File: src/core/dtp_pkg.sv
// Package with constants and types for the tone transceiver host port
// Operation
// - Burst mode emits each tone pair 50 ms (100 ms in call progress mode), then equal silence.
// - Data-address write loads a four-bit transmit digit code.
// - Status bit 1 sets in burst mode when the transmitter can take the next digit.
// - Status bit 2 sets on a received tone; host then reads receive data.
// - Status read clears the interrupt and receive-full flags.
// - Control A bit 3 steers only the next control write to control B.
// - Interrupts enabled in tone mode with test mode off pull the interrupt pin low on events.
package dtp_pkg;

  // Word addresses on the register bus (byte address is four times these)
  localparam logic [1:0] DTP_ADDR_DATA = 2'h0;
  localparam logic [1:0] DTP_ADDR_CTRL = 2'h1;
  localparam logic [1:0] DTP_ADDR_MASK = 2'h2;

  localparam int unsigned DTP_DW = 32;
  localparam int unsigned DTP_NIB = 4;

  // Timing of one burst and one pause
  localparam int unsigned DTP_BURST_MS = 50;
  localparam int unsigned DTP_CLK_KHZ = 50000;
  localparam int unsigned DTP_BURST_CYCLES = DTP_BURST_MS * DTP_CLK_KHZ;

  // Control register A fields
  typedef struct packed {
    logic sel_b;
    logic irq_en;
    logic cp_mode;
    logic tone_out;
  } dtp_ctrl_a_t;

  // Control register B fields
  typedef struct packed {
    logic column;
    logic single;
    logic test;
    logic burst_off;
  } dtp_ctrl_b_t;

  // Status register fields
  typedef struct packed {
    logic steer_absent;
    logic rx_full;
    logic tx_empty;
    logic irq;
  } dtp_status_t;

  // Receiver side inputs
  typedef struct packed {
    logic valid;
    logic [3:0] code;
    logic tone_present;
    logic cp_detect;
  } dtp_rx_t;

  // Transmitter side outputs
  typedef struct packed {
    logic enable;
    logic single;
    logic column;
    logic [3:0] code;
  } dtp_tx_t;

  localparam dtp_ctrl_a_t DTP_CRA_RST = 4'h0;
  localparam dtp_ctrl_b_t DTP_CRB_RST = 4'h0;
  localparam logic [3:0] DTP_MASK_RST = 4'h0;
  localparam logic [3:0] DTP_CODE_RST = 4'h0;

  // Burst timer states, Gray along idle, tone, pause
  typedef enum logic [1:0] {
    DTP_ST_IDLE = 2'b00,
    DTP_ST_TONE = 2'b01,
    DTP_ST_PAUSE = 2'b11
  } dtp_burst_st_t;

endpackage : dtp_pkg

File: src/core/dtp_host_port.sv
// Register port of the tone transceiver, reached over Avalon-MM
`timescale 1ns/1ps
`default_nettype none
module dtp_host_port
  import dtp_pkg::*;
#(
  parameter int unsigned BURST_CYCLES = DTP_BURST_CYCLES
)
(
  input wire logic clk,
  input wire logic reset_n,
  input wire logic [1:0] avs_address,
  input wire logic avs_read,
  input wire logic avs_write,
  input wire logic [31:0] avs_writedata,
  output logic [31:0] avs_readdata,
  output logic avs_waitrequest,
  input wire dtp_rx_t rx_in,
  output dtp_tx_t tx_out,
  output logic irq,
  output logic interrupt_progress_output_n
);

  logic rst_meta_q;
  logic rst_n;
  dtp_ctrl_a_t cra_q;
  dtp_ctrl_b_t crb_q;
  logic steer_q;
  logic [3:0] mask_q;
  logic tx_empty_q;
  logic rx_full_q;
  logic [3:0] rx_data_q;
  logic [3:0] tx_code_q;
  logic start_q;
  logic burst_tone;
  logic burst_ready;
  logic req;
  logic take;
  logic wr_data;
  logic wr_ctrl;
  logic wr_mask;
  logic rd_data;
  logic rd_status;
  dtp_status_t status;

  // Decode of an access to one word address, used for every register
  function automatic logic hit(input logic [1:0] addr, input logic [1:0] reg_addr);
    hit = (addr == reg_addr);
  endfunction : hit

  // Reset release through two flops; assertion stays asynchronous
  always_ff @(posedge clk or negedge reset_n)
  begin
    if (!reset_n)
    begin
      rst_meta_q <= 1'b0;
      rst_n <= 1'b0;
    end
    else
    begin
      rst_meta_q <= 1'b1;
      rst_n <= rst_meta_q;
    end
  end

  // An access completes on the edge where waitrequest is seen low
  assign req = avs_read || avs_write;
  assign take = req && !avs_waitrequest;
  assign wr_data = take && avs_write && hit(avs_address, DTP_ADDR_DATA);
  assign wr_ctrl = take && avs_write && hit(avs_address, DTP_ADDR_CTRL);
  assign wr_mask = take && avs_write && hit(avs_address, DTP_ADDR_MASK);
  assign rd_data = take && avs_read && hit(avs_address, DTP_ADDR_DATA);
  assign rd_status = take && avs_read && hit(avs_address, DTP_ADDR_CTRL);

  // Live status; irq bit mirrors the two event flags
  always_comb
  begin
    status.steer_absent = !rx_in.tone_present;
    status.rx_full = rx_full_q;
    status.tx_empty = tx_empty_q;
    status.irq = tx_empty_q || rx_full_q;
  end

  // Bus handshake: one wait cycle, then one cycle with waitrequest low
  always_ff @(posedge clk or negedge rst_n)
  begin
    if (!rst_n)
    begin
      avs_waitrequest <= 1'b1;
      avs_readdata <= '0;
    end
    else if (req && avs_waitrequest)
    begin
      avs_waitrequest <= 1'b0;
      if (avs_read && hit(avs_address, DTP_ADDR_DATA))
      begin
        avs_readdata <= {{(DTP_DW-DTP_NIB){1'b0}}, rx_data_q};
      end
      else if (avs_read && hit(avs_address, DTP_ADDR_CTRL))
      begin
        avs_readdata <= {{(DTP_DW-DTP_NIB){1'b0}}, status};
      end
      else if (avs_read && hit(avs_address, DTP_ADDR_MASK))
      begin
        avs_readdata <= {{(DTP_DW-DTP_NIB){1'b0}}, mask_q};
      end
      else
      begin
        avs_readdata <= '0; // Unmapped reads answer zero
      end
    end
    else
    begin
      avs_waitrequest <= 1'b1;
    end
  end

  // Control writes: bit 3 of A sends just the next write to B
  always_ff @(posedge clk or negedge rst_n)
  begin
    if (!rst_n)
    begin
      cra_q <= DTP_CRA_RST;
      crb_q <= DTP_CRB_RST;
      steer_q <= 1'b0;
    end
    else if (wr_ctrl)
    begin
      if (steer_q)
      begin
        crb_q <= avs_writedata[DTP_NIB-1:0];
        steer_q <= 1'b0;
      end
      else
      begin
        cra_q <= avs_writedata[DTP_NIB-1:0];
        steer_q <= avs_writedata[DTP_NIB-1];
      end
    end
  end

  // Interrupt mask, same layout as status
  always_ff @(posedge clk or negedge rst_n)
  begin
    if (!rst_n)
    begin
      mask_q <= DTP_MASK_RST;
    end
    else if (wr_mask)
    begin
      mask_q <= avs_writedata[DTP_NIB-1:0];
    end
  end

  // Transmit code load; a burst starts only in burst mode
  always_ff @(posedge clk or negedge rst_n)
  begin
    if (!rst_n)
    begin
      tx_code_q <= DTP_CODE_RST;
      start_q <= 1'b0;
    end
    else
    begin
      start_q <= wr_data && !crb_q.burst_off;
      if (wr_data)
      begin
        tx_code_q <= avs_writedata[DTP_NIB-1:0];
      end
    end
  end

  dtp_burst_timer #(
    .BURST_CYCLES(BURST_CYCLES)
  ) u_burst (
    .clk(clk),
    .rst_n(rst_n),
    .start(start_q),
    .double(cra_q.cp_mode),
    .tone_on(burst_tone),
    .ready(burst_ready)
  );

  // Transmit-empty flag: set wins over a status-read clear
  always_ff @(posedge clk or negedge rst_n)
  begin
    if (!rst_n)
    begin
      tx_empty_q <= 1'b0;
    end
    else if (burst_ready && !crb_q.burst_off)
    begin
      tx_empty_q <= 1'b1;
    end
    else if (rd_status || crb_q.burst_off)
    begin
      tx_empty_q <= 1'b0;
    end
  end

  // Receive flag and latch; a tone in the read cycle is kept
  always_ff @(posedge clk or negedge rst_n)
  begin
    if (!rst_n)
    begin
      rx_full_q <= 1'b0;
      rx_data_q <= DTP_CODE_RST;
    end
    else if (rx_in.valid)
    begin
      rx_full_q <= 1'b1;
      rx_data_q <= rx_in.code;
    end
    else if (rd_status)
    begin
      rx_full_q <= 1'b0;
    end
  end

  // Tone outputs; outside burst mode the tone-out bit gates the tone
  always_ff @(posedge clk or negedge rst_n)
  begin
    if (!rst_n)
    begin
      tx_out <= '0;
    end
    else
    begin
      tx_out.enable <= crb_q.burst_off ? cra_q.tone_out : (burst_tone && cra_q.tone_out);
      tx_out.single <= crb_q.single;
      tx_out.column <= crb_q.column;
      tx_out.code <= tx_code_q;
    end
  end

  // Bus interrupt and the shared pin; the pin follows call progress or test first
  always_ff @(posedge clk or negedge rst_n)
  begin
    if (!rst_n)
    begin
      irq <= 1'b0;
      interrupt_progress_output_n <= 1'b1;
    end
    else
    begin
      irq <= |({1'b0, rx_full_q, tx_empty_q, 1'b0} & mask_q);
      if (cra_q.cp_mode)
      begin
        interrupt_progress_output_n <= rx_in.cp_detect;
      end
      else if (crb_q.test)
      begin
        interrupt_progress_output_n <= !rx_in.tone_present;
      end
      else
      begin
        interrupt_progress_output_n <= !(cra_q.irq_en && status.irq);
      end
    end
  end

  AST_TX_LOAD: assert property (
    @(posedge clk) disable iff (!rst_n)
    wr_data |=> tx_code_q == $past(avs_writedata[DTP_NIB-1:0]) ##1 tx_out.code == $past(tx_code_q))
    else $error("transmit code not loaded");

  AST_TX_READY: assert property (
    @(posedge clk) disable iff (!rst_n)
    burst_ready && !crb_q.burst_off |=> tx_empty_q ##1 (!interrupt_progress_output_n
      || !$past(cra_q.irq_en && !cra_q.cp_mode && !crb_q.test)))
    else $error("ready did not raise transmit empty");

  AST_RX_FULL: assert property (
    @(posedge clk) disable iff (!rst_n)
    rx_in.valid |=> rx_full_q && rx_data_q == $past(rx_in.code))
    else $error("received tone not flagged");

  AST_RX_READBACK: assert property (
    @(posedge clk) disable iff (!rst_n)
    (avs_read && avs_waitrequest && hit(avs_address, DTP_ADDR_DATA))
      |=> avs_readdata[DTP_NIB-1:0] == $past(rx_data_q) && !avs_waitrequest)
    else $error("receive data read wrong");

  AST_STATUS_CLEAR: assert property (
    @(posedge clk) disable iff (!rst_n)
    rd_status && !rx_in.valid && !burst_ready |=> !rx_full_q && !tx_empty_q && !status.irq)
    else $error("status read did not clear flags");

  AST_STEER_ONCE: assert property (
    @(posedge clk) disable iff (!rst_n)
    wr_ctrl && steer_q |=> crb_q == $past(avs_writedata[DTP_NIB-1:0]) && !steer_q
      && cra_q == $past(cra_q))
    else $error("steered write went astray");

  AST_STEER_ARM: assert property (
    @(posedge clk) disable iff (!rst_n)
    wr_ctrl && !steer_q |=> steer_q == $past(avs_writedata[DTP_NIB-1]) && crb_q == $past(crb_q))
    else $error("control A write mishandled");

  AST_PIN_LOW: assert property (
    @(posedge clk) disable iff (!rst_n)
    cra_q.irq_en && !cra_q.cp_mode && !crb_q.test && rx_full_q
      && $stable(cra_q) && $stable(crb_q) |=> !interrupt_progress_output_n)
    else $error("interrupt pin not pulled low");

endmodule : dtp_host_port
`default_nettype wire

File: src/core/dtp_burst_timer.sv
// Burst and pause sequencer for the transmitter
`timescale 1ns/1ps
`default_nettype none
module dtp_burst_timer
  import dtp_pkg::*;
#(
  parameter int unsigned BURST_CYCLES = DTP_BURST_CYCLES
)
(
  input wire logic clk,
  input wire logic rst_n,
  input wire logic start,
  input wire logic double,
  output logic tone_on,
  output logic ready
);

  localparam int unsigned CW = $clog2(2 * BURST_CYCLES + 1);

  // Refuse lengths the counter cannot serve
  if (BURST_CYCLES < 2)
  begin : g_bad_len
    $error("dtp_burst_timer: BURST_CYCLES must be at least 2");
  end

  dtp_burst_st_t state_q;
  logic [CW-1:0] cnt_q;
  logic [CW-1:0] len;
  logic [CW-1:0] run_q;
  logic [CW-1:0] len_at_start_q;

  // Call progress mode doubles both burst and pause
  assign len = double ? CW'(2 * BURST_CYCLES) : CW'(BURST_CYCLES);

  // Sequence: tone for len, silence for len, then announce ready
  always_ff @(posedge clk or negedge rst_n)
  begin
    if (!rst_n)
    begin
      state_q <= DTP_ST_IDLE;
      cnt_q <= '0;
      tone_on <= 1'b0;
      ready <= 1'b0;
    end
    else
    begin
      ready <= 1'b0;
      case (state_q)
        DTP_ST_IDLE:
        begin
          if (start)
          begin
            state_q <= DTP_ST_TONE;
            cnt_q <= len - CW'(1);
            tone_on <= 1'b1;
          end
        end
        DTP_ST_TONE:
        begin
          if (cnt_q == '0)
          begin
            state_q <= DTP_ST_PAUSE;
            cnt_q <= len - CW'(1);
            tone_on <= 1'b0;
          end
          else
          begin
            cnt_q <= cnt_q - CW'(1);
          end
        end
        DTP_ST_PAUSE:
        begin
          if (cnt_q == '0)
          begin
            state_q <= DTP_ST_IDLE;
            ready <= 1'b1;
          end
          else
          begin
            cnt_q <= cnt_q - CW'(1);
          end
        end
        default:
        begin
          state_q <= DTP_ST_IDLE;
          tone_on <= 1'b0;
        end
      endcase
    end
  end

  // Helper: length of the current tone and the length chosen at its start
  always_ff @(posedge clk or negedge rst_n)
  begin
    if (!rst_n)
    begin
      run_q <= '0;
      len_at_start_q <= '0;
    end
    else
    begin
      run_q <= tone_on ? run_q + CW'(1) : '0;
      if (state_q == DTP_ST_IDLE && start)
      begin
        len_at_start_q <= len;
      end
    end
  end

  AST_TONE_LENGTH: assert property (
    @(posedge clk) disable iff (!rst_n)
    $fell(tone_on) |-> $past(run_q) + CW'(1) == len_at_start_q)
    else $error("tone burst length wrong");

  AST_PAUSE_THEN_READY: assert property (
    @(posedge clk) disable iff (!rst_n)
    $rose(ready) |-> !tone_on && $past(state_q) == DTP_ST_PAUSE && $past(cnt_q) == '0)
    else $error("ready without a finished pause");

endmodule : dtp_burst_timer
`default_nettype wire

File: config.mk
export PLATFORM = sky130hd
export DESIGN_NAME = dtp_host_port
export DESIGN_NICKNAME = d
export VERILOG_FILES = /design/src/core/dtp_pkg.sv /design/src/core/dtp_host_port.sv /design/src/core/dtp_burst_timer.sv
export SDC_FILE = /design/constraint.sdc
export NUM_CORES = 1
export LEC_CHECK = 0
export ABC_AREA = 1
export BUFFER_PORTS_ARGS = -buffer_cell sky130_fd_sc_hd__buf_2
export CORE_ASPECT_RATIO = 1.2
export CORE_MARGIN = 2
export CORE_UTILIZATION = 53
export CTS_CLUSTER_DIAMETER = 50
export DETAILED_ROUTE_END_ITERATION = 10
export GPL_TIMING_DRIVEN = 0
export HOLD_SLACK_MARGIN = 0.03
export PLACE_DENSITY = 0.81
export SLEW_MARGIN = 15
export SYNTH_ARGS = -nofsm -noshare
export SYNTH_HDL_FRONTEND = slang
export SYNTH_SLANG_ARGS = --single-unit
File: constraint.sdc
create_clock -name clk -period 2.7 [get_ports clk]
set_input_delay 0.27 -clock clk [delete_from_list [all_inputs] [get_ports clk]]
set_output_delay 0.27 -clock clk [all_outputs]
set_load 0.01 [all_outputs]
[After elaboration in Yosys (flattened, before gate mapping)]
Cells that the tools add are included.
Storage, ports and cells
  register bits after elaboration: 94
  output and inout bits: 42
  input bits: 45
Operators by class
  multiplexer cells: 26
  bitwise gates (word level): 3
  $add $sub $neg: 2
  eq/ne operators: 8
  reductions and logical operators: 34
Operators with widths (count)
  $mux W23: 4
  $pmux W23 S3: 1
  $sub A23 B1 Y23 const B: 2
  $mux W32: 1
  $logic_not A23 Y1: 1
  $logic_and A1 B1 Y1: 15
  $mux W1: 13
  $reduce_and A3 Y1: 3
  $mux W4: 2
  $mux W2: 3
  $pmux W2 S3: 1
  $and A3 B4 Y4: 1
  $eq A2 B1 Y1 const B: 2
  $eq A2 B2 Y1 const B: 2
  $logic_not A1 Y1: 4
  $logic_not A2 Y1: 2
  $ne A2 B1 Y1 const B: 2
  $ne A2 B2 Y1 const B: 2
  $reduce_and A2 Y1: 2
  $reduce_bool A2 Y1: 2
  $reduce_or A4 Y1: 1
  $logic_or A1 B1 Y1: 3
  $pmux W1 S3: 1
  $reduce_bool A3 Y1: 1
  $not A1 Y1: 2

[Longest topological paths before layout]
  word-level depth: 7
  gate-level depth with buffers: 12
  mapped depth without buffers: 12

[Cells and area by module]
From an unflattened synthesis, not the netlist that was laid out.
Second synthesis, totals
  cells, all modules: 474
  area total of the unflattened synthesis: 3723.6 µm²
By module, submodules not included
  dtp_burst_timer: sequential area each 675.6 µm², instances 1, cells each 284, area each 1899.3 µm²
  dtp_host_port: sequential area each 978.4 µm², instances 1, cells each 190, area each 1824.2 µm²

[Worst setup path after synthesis]
OpenSTA, ideal clock, no wires.
  path type: reg-to-reg
  from: register u_burst.cnt_q[0]
  to: register u_burst.cnt_q[6]
  slack: 1097 ps
  path buffers: 1
  arrival time: 1483 ps
  stages on the path, launching flop included: 12
  cell sequence: dfrtp_1 -> inv_2 -> ha_1 -> nand2_1 -> nor2_1 -> nand3_4 -> nand2_4 -> nand2_2 -> buf_6 -> nand2_1 -> xor2_1 -> nor2_1
On the way
  longest elaborated chain between the ends: 3
RTL lines
  start: declaration: line dtp_burst_timer.sv:27  | logic [CW-1:0] cnt_q;
  start signal: assignment: line dtp_burst_timer.sv:54  | cnt_q <= len - CW'(1);
  start signal: assignment: line dtp_burst_timer.sv:63  | cnt_q <= len - CW'(1);
  start signal: assignment: line dtp_burst_timer.sv:68  | cnt_q <= cnt_q - CW'(1);
  $sub A23 B1 Y23 / $logic_not A23 Y1 (equally long branches)
  $mux W23, or another cell as far along: line dtp_burst_timer.sv:73  | if (cnt_q == '0)
  $pmux W23 S3 / $reduce_and A3 Y1 (equally long branches)
Several ways; a longest one is shown, not always the timed one. The select of a mux whose other input is x is not followed.
A chain may end at the register's enable or synchronous reset.

[Worst setup path after layout]
  from: register u_burst.cnt_q[8]
  to: register u_burst.cnt_q[15]
Same word-level chain as after synthesis.

==> out/summary.txt <==
most common cell after layout, fill and taps aside = nand2_1
pin count of the biggest net entering global routing = 48
outcome = completed
PnR worst setup slack = 0.825 ns
max-slew violations = 0
Sinks on Clock Net = 66
GRT overflow = 0
Clock transition at path regs = 0.08 ns
Switch Pwr = 700 uW
worst slack, placed = 0.849 ns
Resize count post-CTS = 0
number of max-cap violations = 0
worst r2r dst = u_burst.cnt_q[15]$_DFFE_PN0P_
crit-path max FO = 6
RD Place Congestion = 0.956
slowest CP cell = dfrtp_1
worst path bufs/invs = 2
Layout area overhead = 18.5%
Clock Tree Root = clkbuf_8
Die Y = 93.0 microns
RSZ-0062 raised after global routing = false
crit-path max cell delay = 0.42 ns
Hold Slack = 0.126 ns
combinational power share = 12.6%
CP startpoint = u_burst.cnt_q[8]$_DFFE_PN0P_
Tot Pwr = 2.61 mW
routed length per placed instance = 12.7 microns
layout cells sized above 1 = 20.2%
Yosys cell types = 39
Hold Path End = interrupt_progress_output_n$_DFF_PN1_
Final Setup Violations = 0
Final #Nets = 557
crit-path leading delay family = simple AND/OR/NAND/NOR gates
FP Rows = 32
vias in the first global route = 2872
Max IR drop VDD = 0.642 mV
Fin. Hold Viols = 0
ys flop type = dfrtp_1
n_diodes = 0
CTS H-Tree Depth = 3
final wirelength = 7620 microns
vias per cell = 4.90
via count = 2939
PortBufs = 30
Synth Area per Inst = 7.94 sq um
Reg power frac = 47.4%
Post-route DRC = 0
Clock power frac = 40.0%
Crit Reg-Reg Startpoint = u_burst.cnt_q[8]$_DFFE_PN0P_
Fin Clk Skew = 0.00596 ns
worst-path cell chain = nor2_2 > nand2_1 > nor2_4 > nand3_4 > nand2_4 > inv_2 > nor2_4 > inv_1 > nand3_1 > o21ai_1
TritonCTS clock tree = yes
hold path depth = 3
Post-synth EDFFs = 0
Crit. End Element = flip-flop
FF+latch count, synth = 66
leakage = 2.12 nW
Total GRT Usage = 23.4%
min-delay src = rx_in[0]
Critical Path Source Type = flip-flop
HP Class = in2reg
CTS Buf Count = 9
post-DP HPWL = 5490 microns
post-route antenna net violation count = 0
1st-iter DRT viols = 209
critical path type = reg2reg
Sw Ratio = 26.8%
Reg2Reg Setup Slack = 0.82 ns
initial antenna violation count = 0
minimum clock period = 1.88 ns
Die W = 78.1 microns
Post-synth ARST share = 100%
Arr. time, crit path = 2.12 ns
commonest cells after routing, fill and taps aside = 107 x nand2_1, 66 x nor2_1, 63 x dfrtp_1
Internal = 1.91 mW
synthesized netlist cell count = 440
r2r worst-path depth = 10
IO Pins = 87
1st-pass router iterations = 4
Clock Latency Late Sink = 0.35 ns
most used cell, CP = nor2_4
Max Fclk = 533 MHz
synthesized area = 3490 sq um
first-pass GRT wire length = 13100 microns
Setup TNS Final = 0 ns
Initial Util = 54.6%
Core Region = 6410 sq um
register area share after synthesis = 47.3%
Synth Warn # = 0
final worst path period share = 69.4%
CTS max path bufs = 2
CP Data Required Time = 2.94 ns
Die ar. = 7260 sq um
PD cells = 630 nW/um^2
cell families (layout without fill, tap and decap cells):
family          after synthesis  after routing  synth area share [%]
simple gates                223            223                  27.7
xor+xnor                      6              6                  1.50
fa+ha+maj                     2              2                 0.716
mux                           5              5                  1.58
buf+inv                      76            124                  11.6
compound gates               60             60                  9.27
flops                        66             66                  47.3
other cells                   2             29                 0.215
synth_stat cells, drive strengths merged, types with 4 or more instances:
cell type    n  area [sq um]
o21ai       32           160
nor3         4          25.0
nand4        5          31.3
inv         44           165
nand3       24           138
mux2         4          45.0
xor2         4          35.0
buf         31           238
o22ai        6          37.5
a21oi       15          75.1
dfrtp       64          1600
nor2        75           319
nand2      110           425
state kept, by name, indices dropped and copies added (netlist names), 2 cells and up:
signal	flops
u_burst.cnt_q	23
tx_out	7
avs_readdata	4
crb_q	4
mask_q	4
rx_data_q	4
tx_code_q	4
cra_q	3
u_burst.state_q	2
how the worst max path moves through the flow:
stage / endpoint / cells past startpoint
6_report: u_burst.cnt_q[15]$_DFFE_PN0P_ / 10
5_1_grt: u_burst.cnt_q[15]$_DFFE_PN0P_ / 10
4_1_cts: u_burst.cnt_q[15]$_DFFE_PN0P_ / 10
3_5_place_dp: u_burst.cnt_q[15]$_DFFE_PN0P_ / 10
3_3_place_gp: rx_data_q[1]$_DFFE_PN0P_ / 0
2_1_floorplan: avs_readdata[0]$_DFFE_PN0P_ / 0
routing by layer:
layer  wire length, microns  part of all wire [%]  up-vias  global-route usage (%)
li1                       -                     -     1482                       -
met1                   3080                    40     1348                    27.3
met2                   4000                    53       88                    40.7
met3                    305                   4.0       21                    4.48
met4                    231                   3.0        0                    11.8
met5                      0                     0        -                       0
worst min-delay path: stages:
cell and delay, ns:
buf_2 0.07, nand2_1 0.04, o21ai_0 0.06
through the flow:
step	std cells	cell area, sq um	util (%)
after detailed placement	583	3880	60.6
after CTS	600	4140	64.7
after global routing	600	4140	64.7
final	600	4140	64.7
after global placement	582	3850	60.1
after floorplan	467	3600	-
power by group through the flow:
stage / Sequential (mW) / Clock [mW] / Combinational (mW)
6_report: 1.24 / 1.05 / 0.328
5_1_grt: 1.26 / 1.10 / 0.368
3_3_place_gp: 1.26 / 0 / 0.293
2_1_floorplan: 1.27 / 0 / 0.174
4_1_cts: 1.24 / 1.06 / 0.329
3_5_place_dp: 1.25 / 0 / 0.322
final cells by class:
cell class	count	area, sq um
plain buffers	31	238
clock buffers	9	124
clock inverters	7	125
fillers	557	2260
inverters	45	169
multi-input cells	325	1540
flip-flops and latches	66	1660
well taps	85	106
repair buffers	32	188
what timing repair did:
item	CTS	global route
endpoints found under the setup margin	0	0
hold buffers	1	0
buffers inserted	0	0
hold endpoints to repair	2	0
Note: power is estimated with default switching activity, not from simulation.
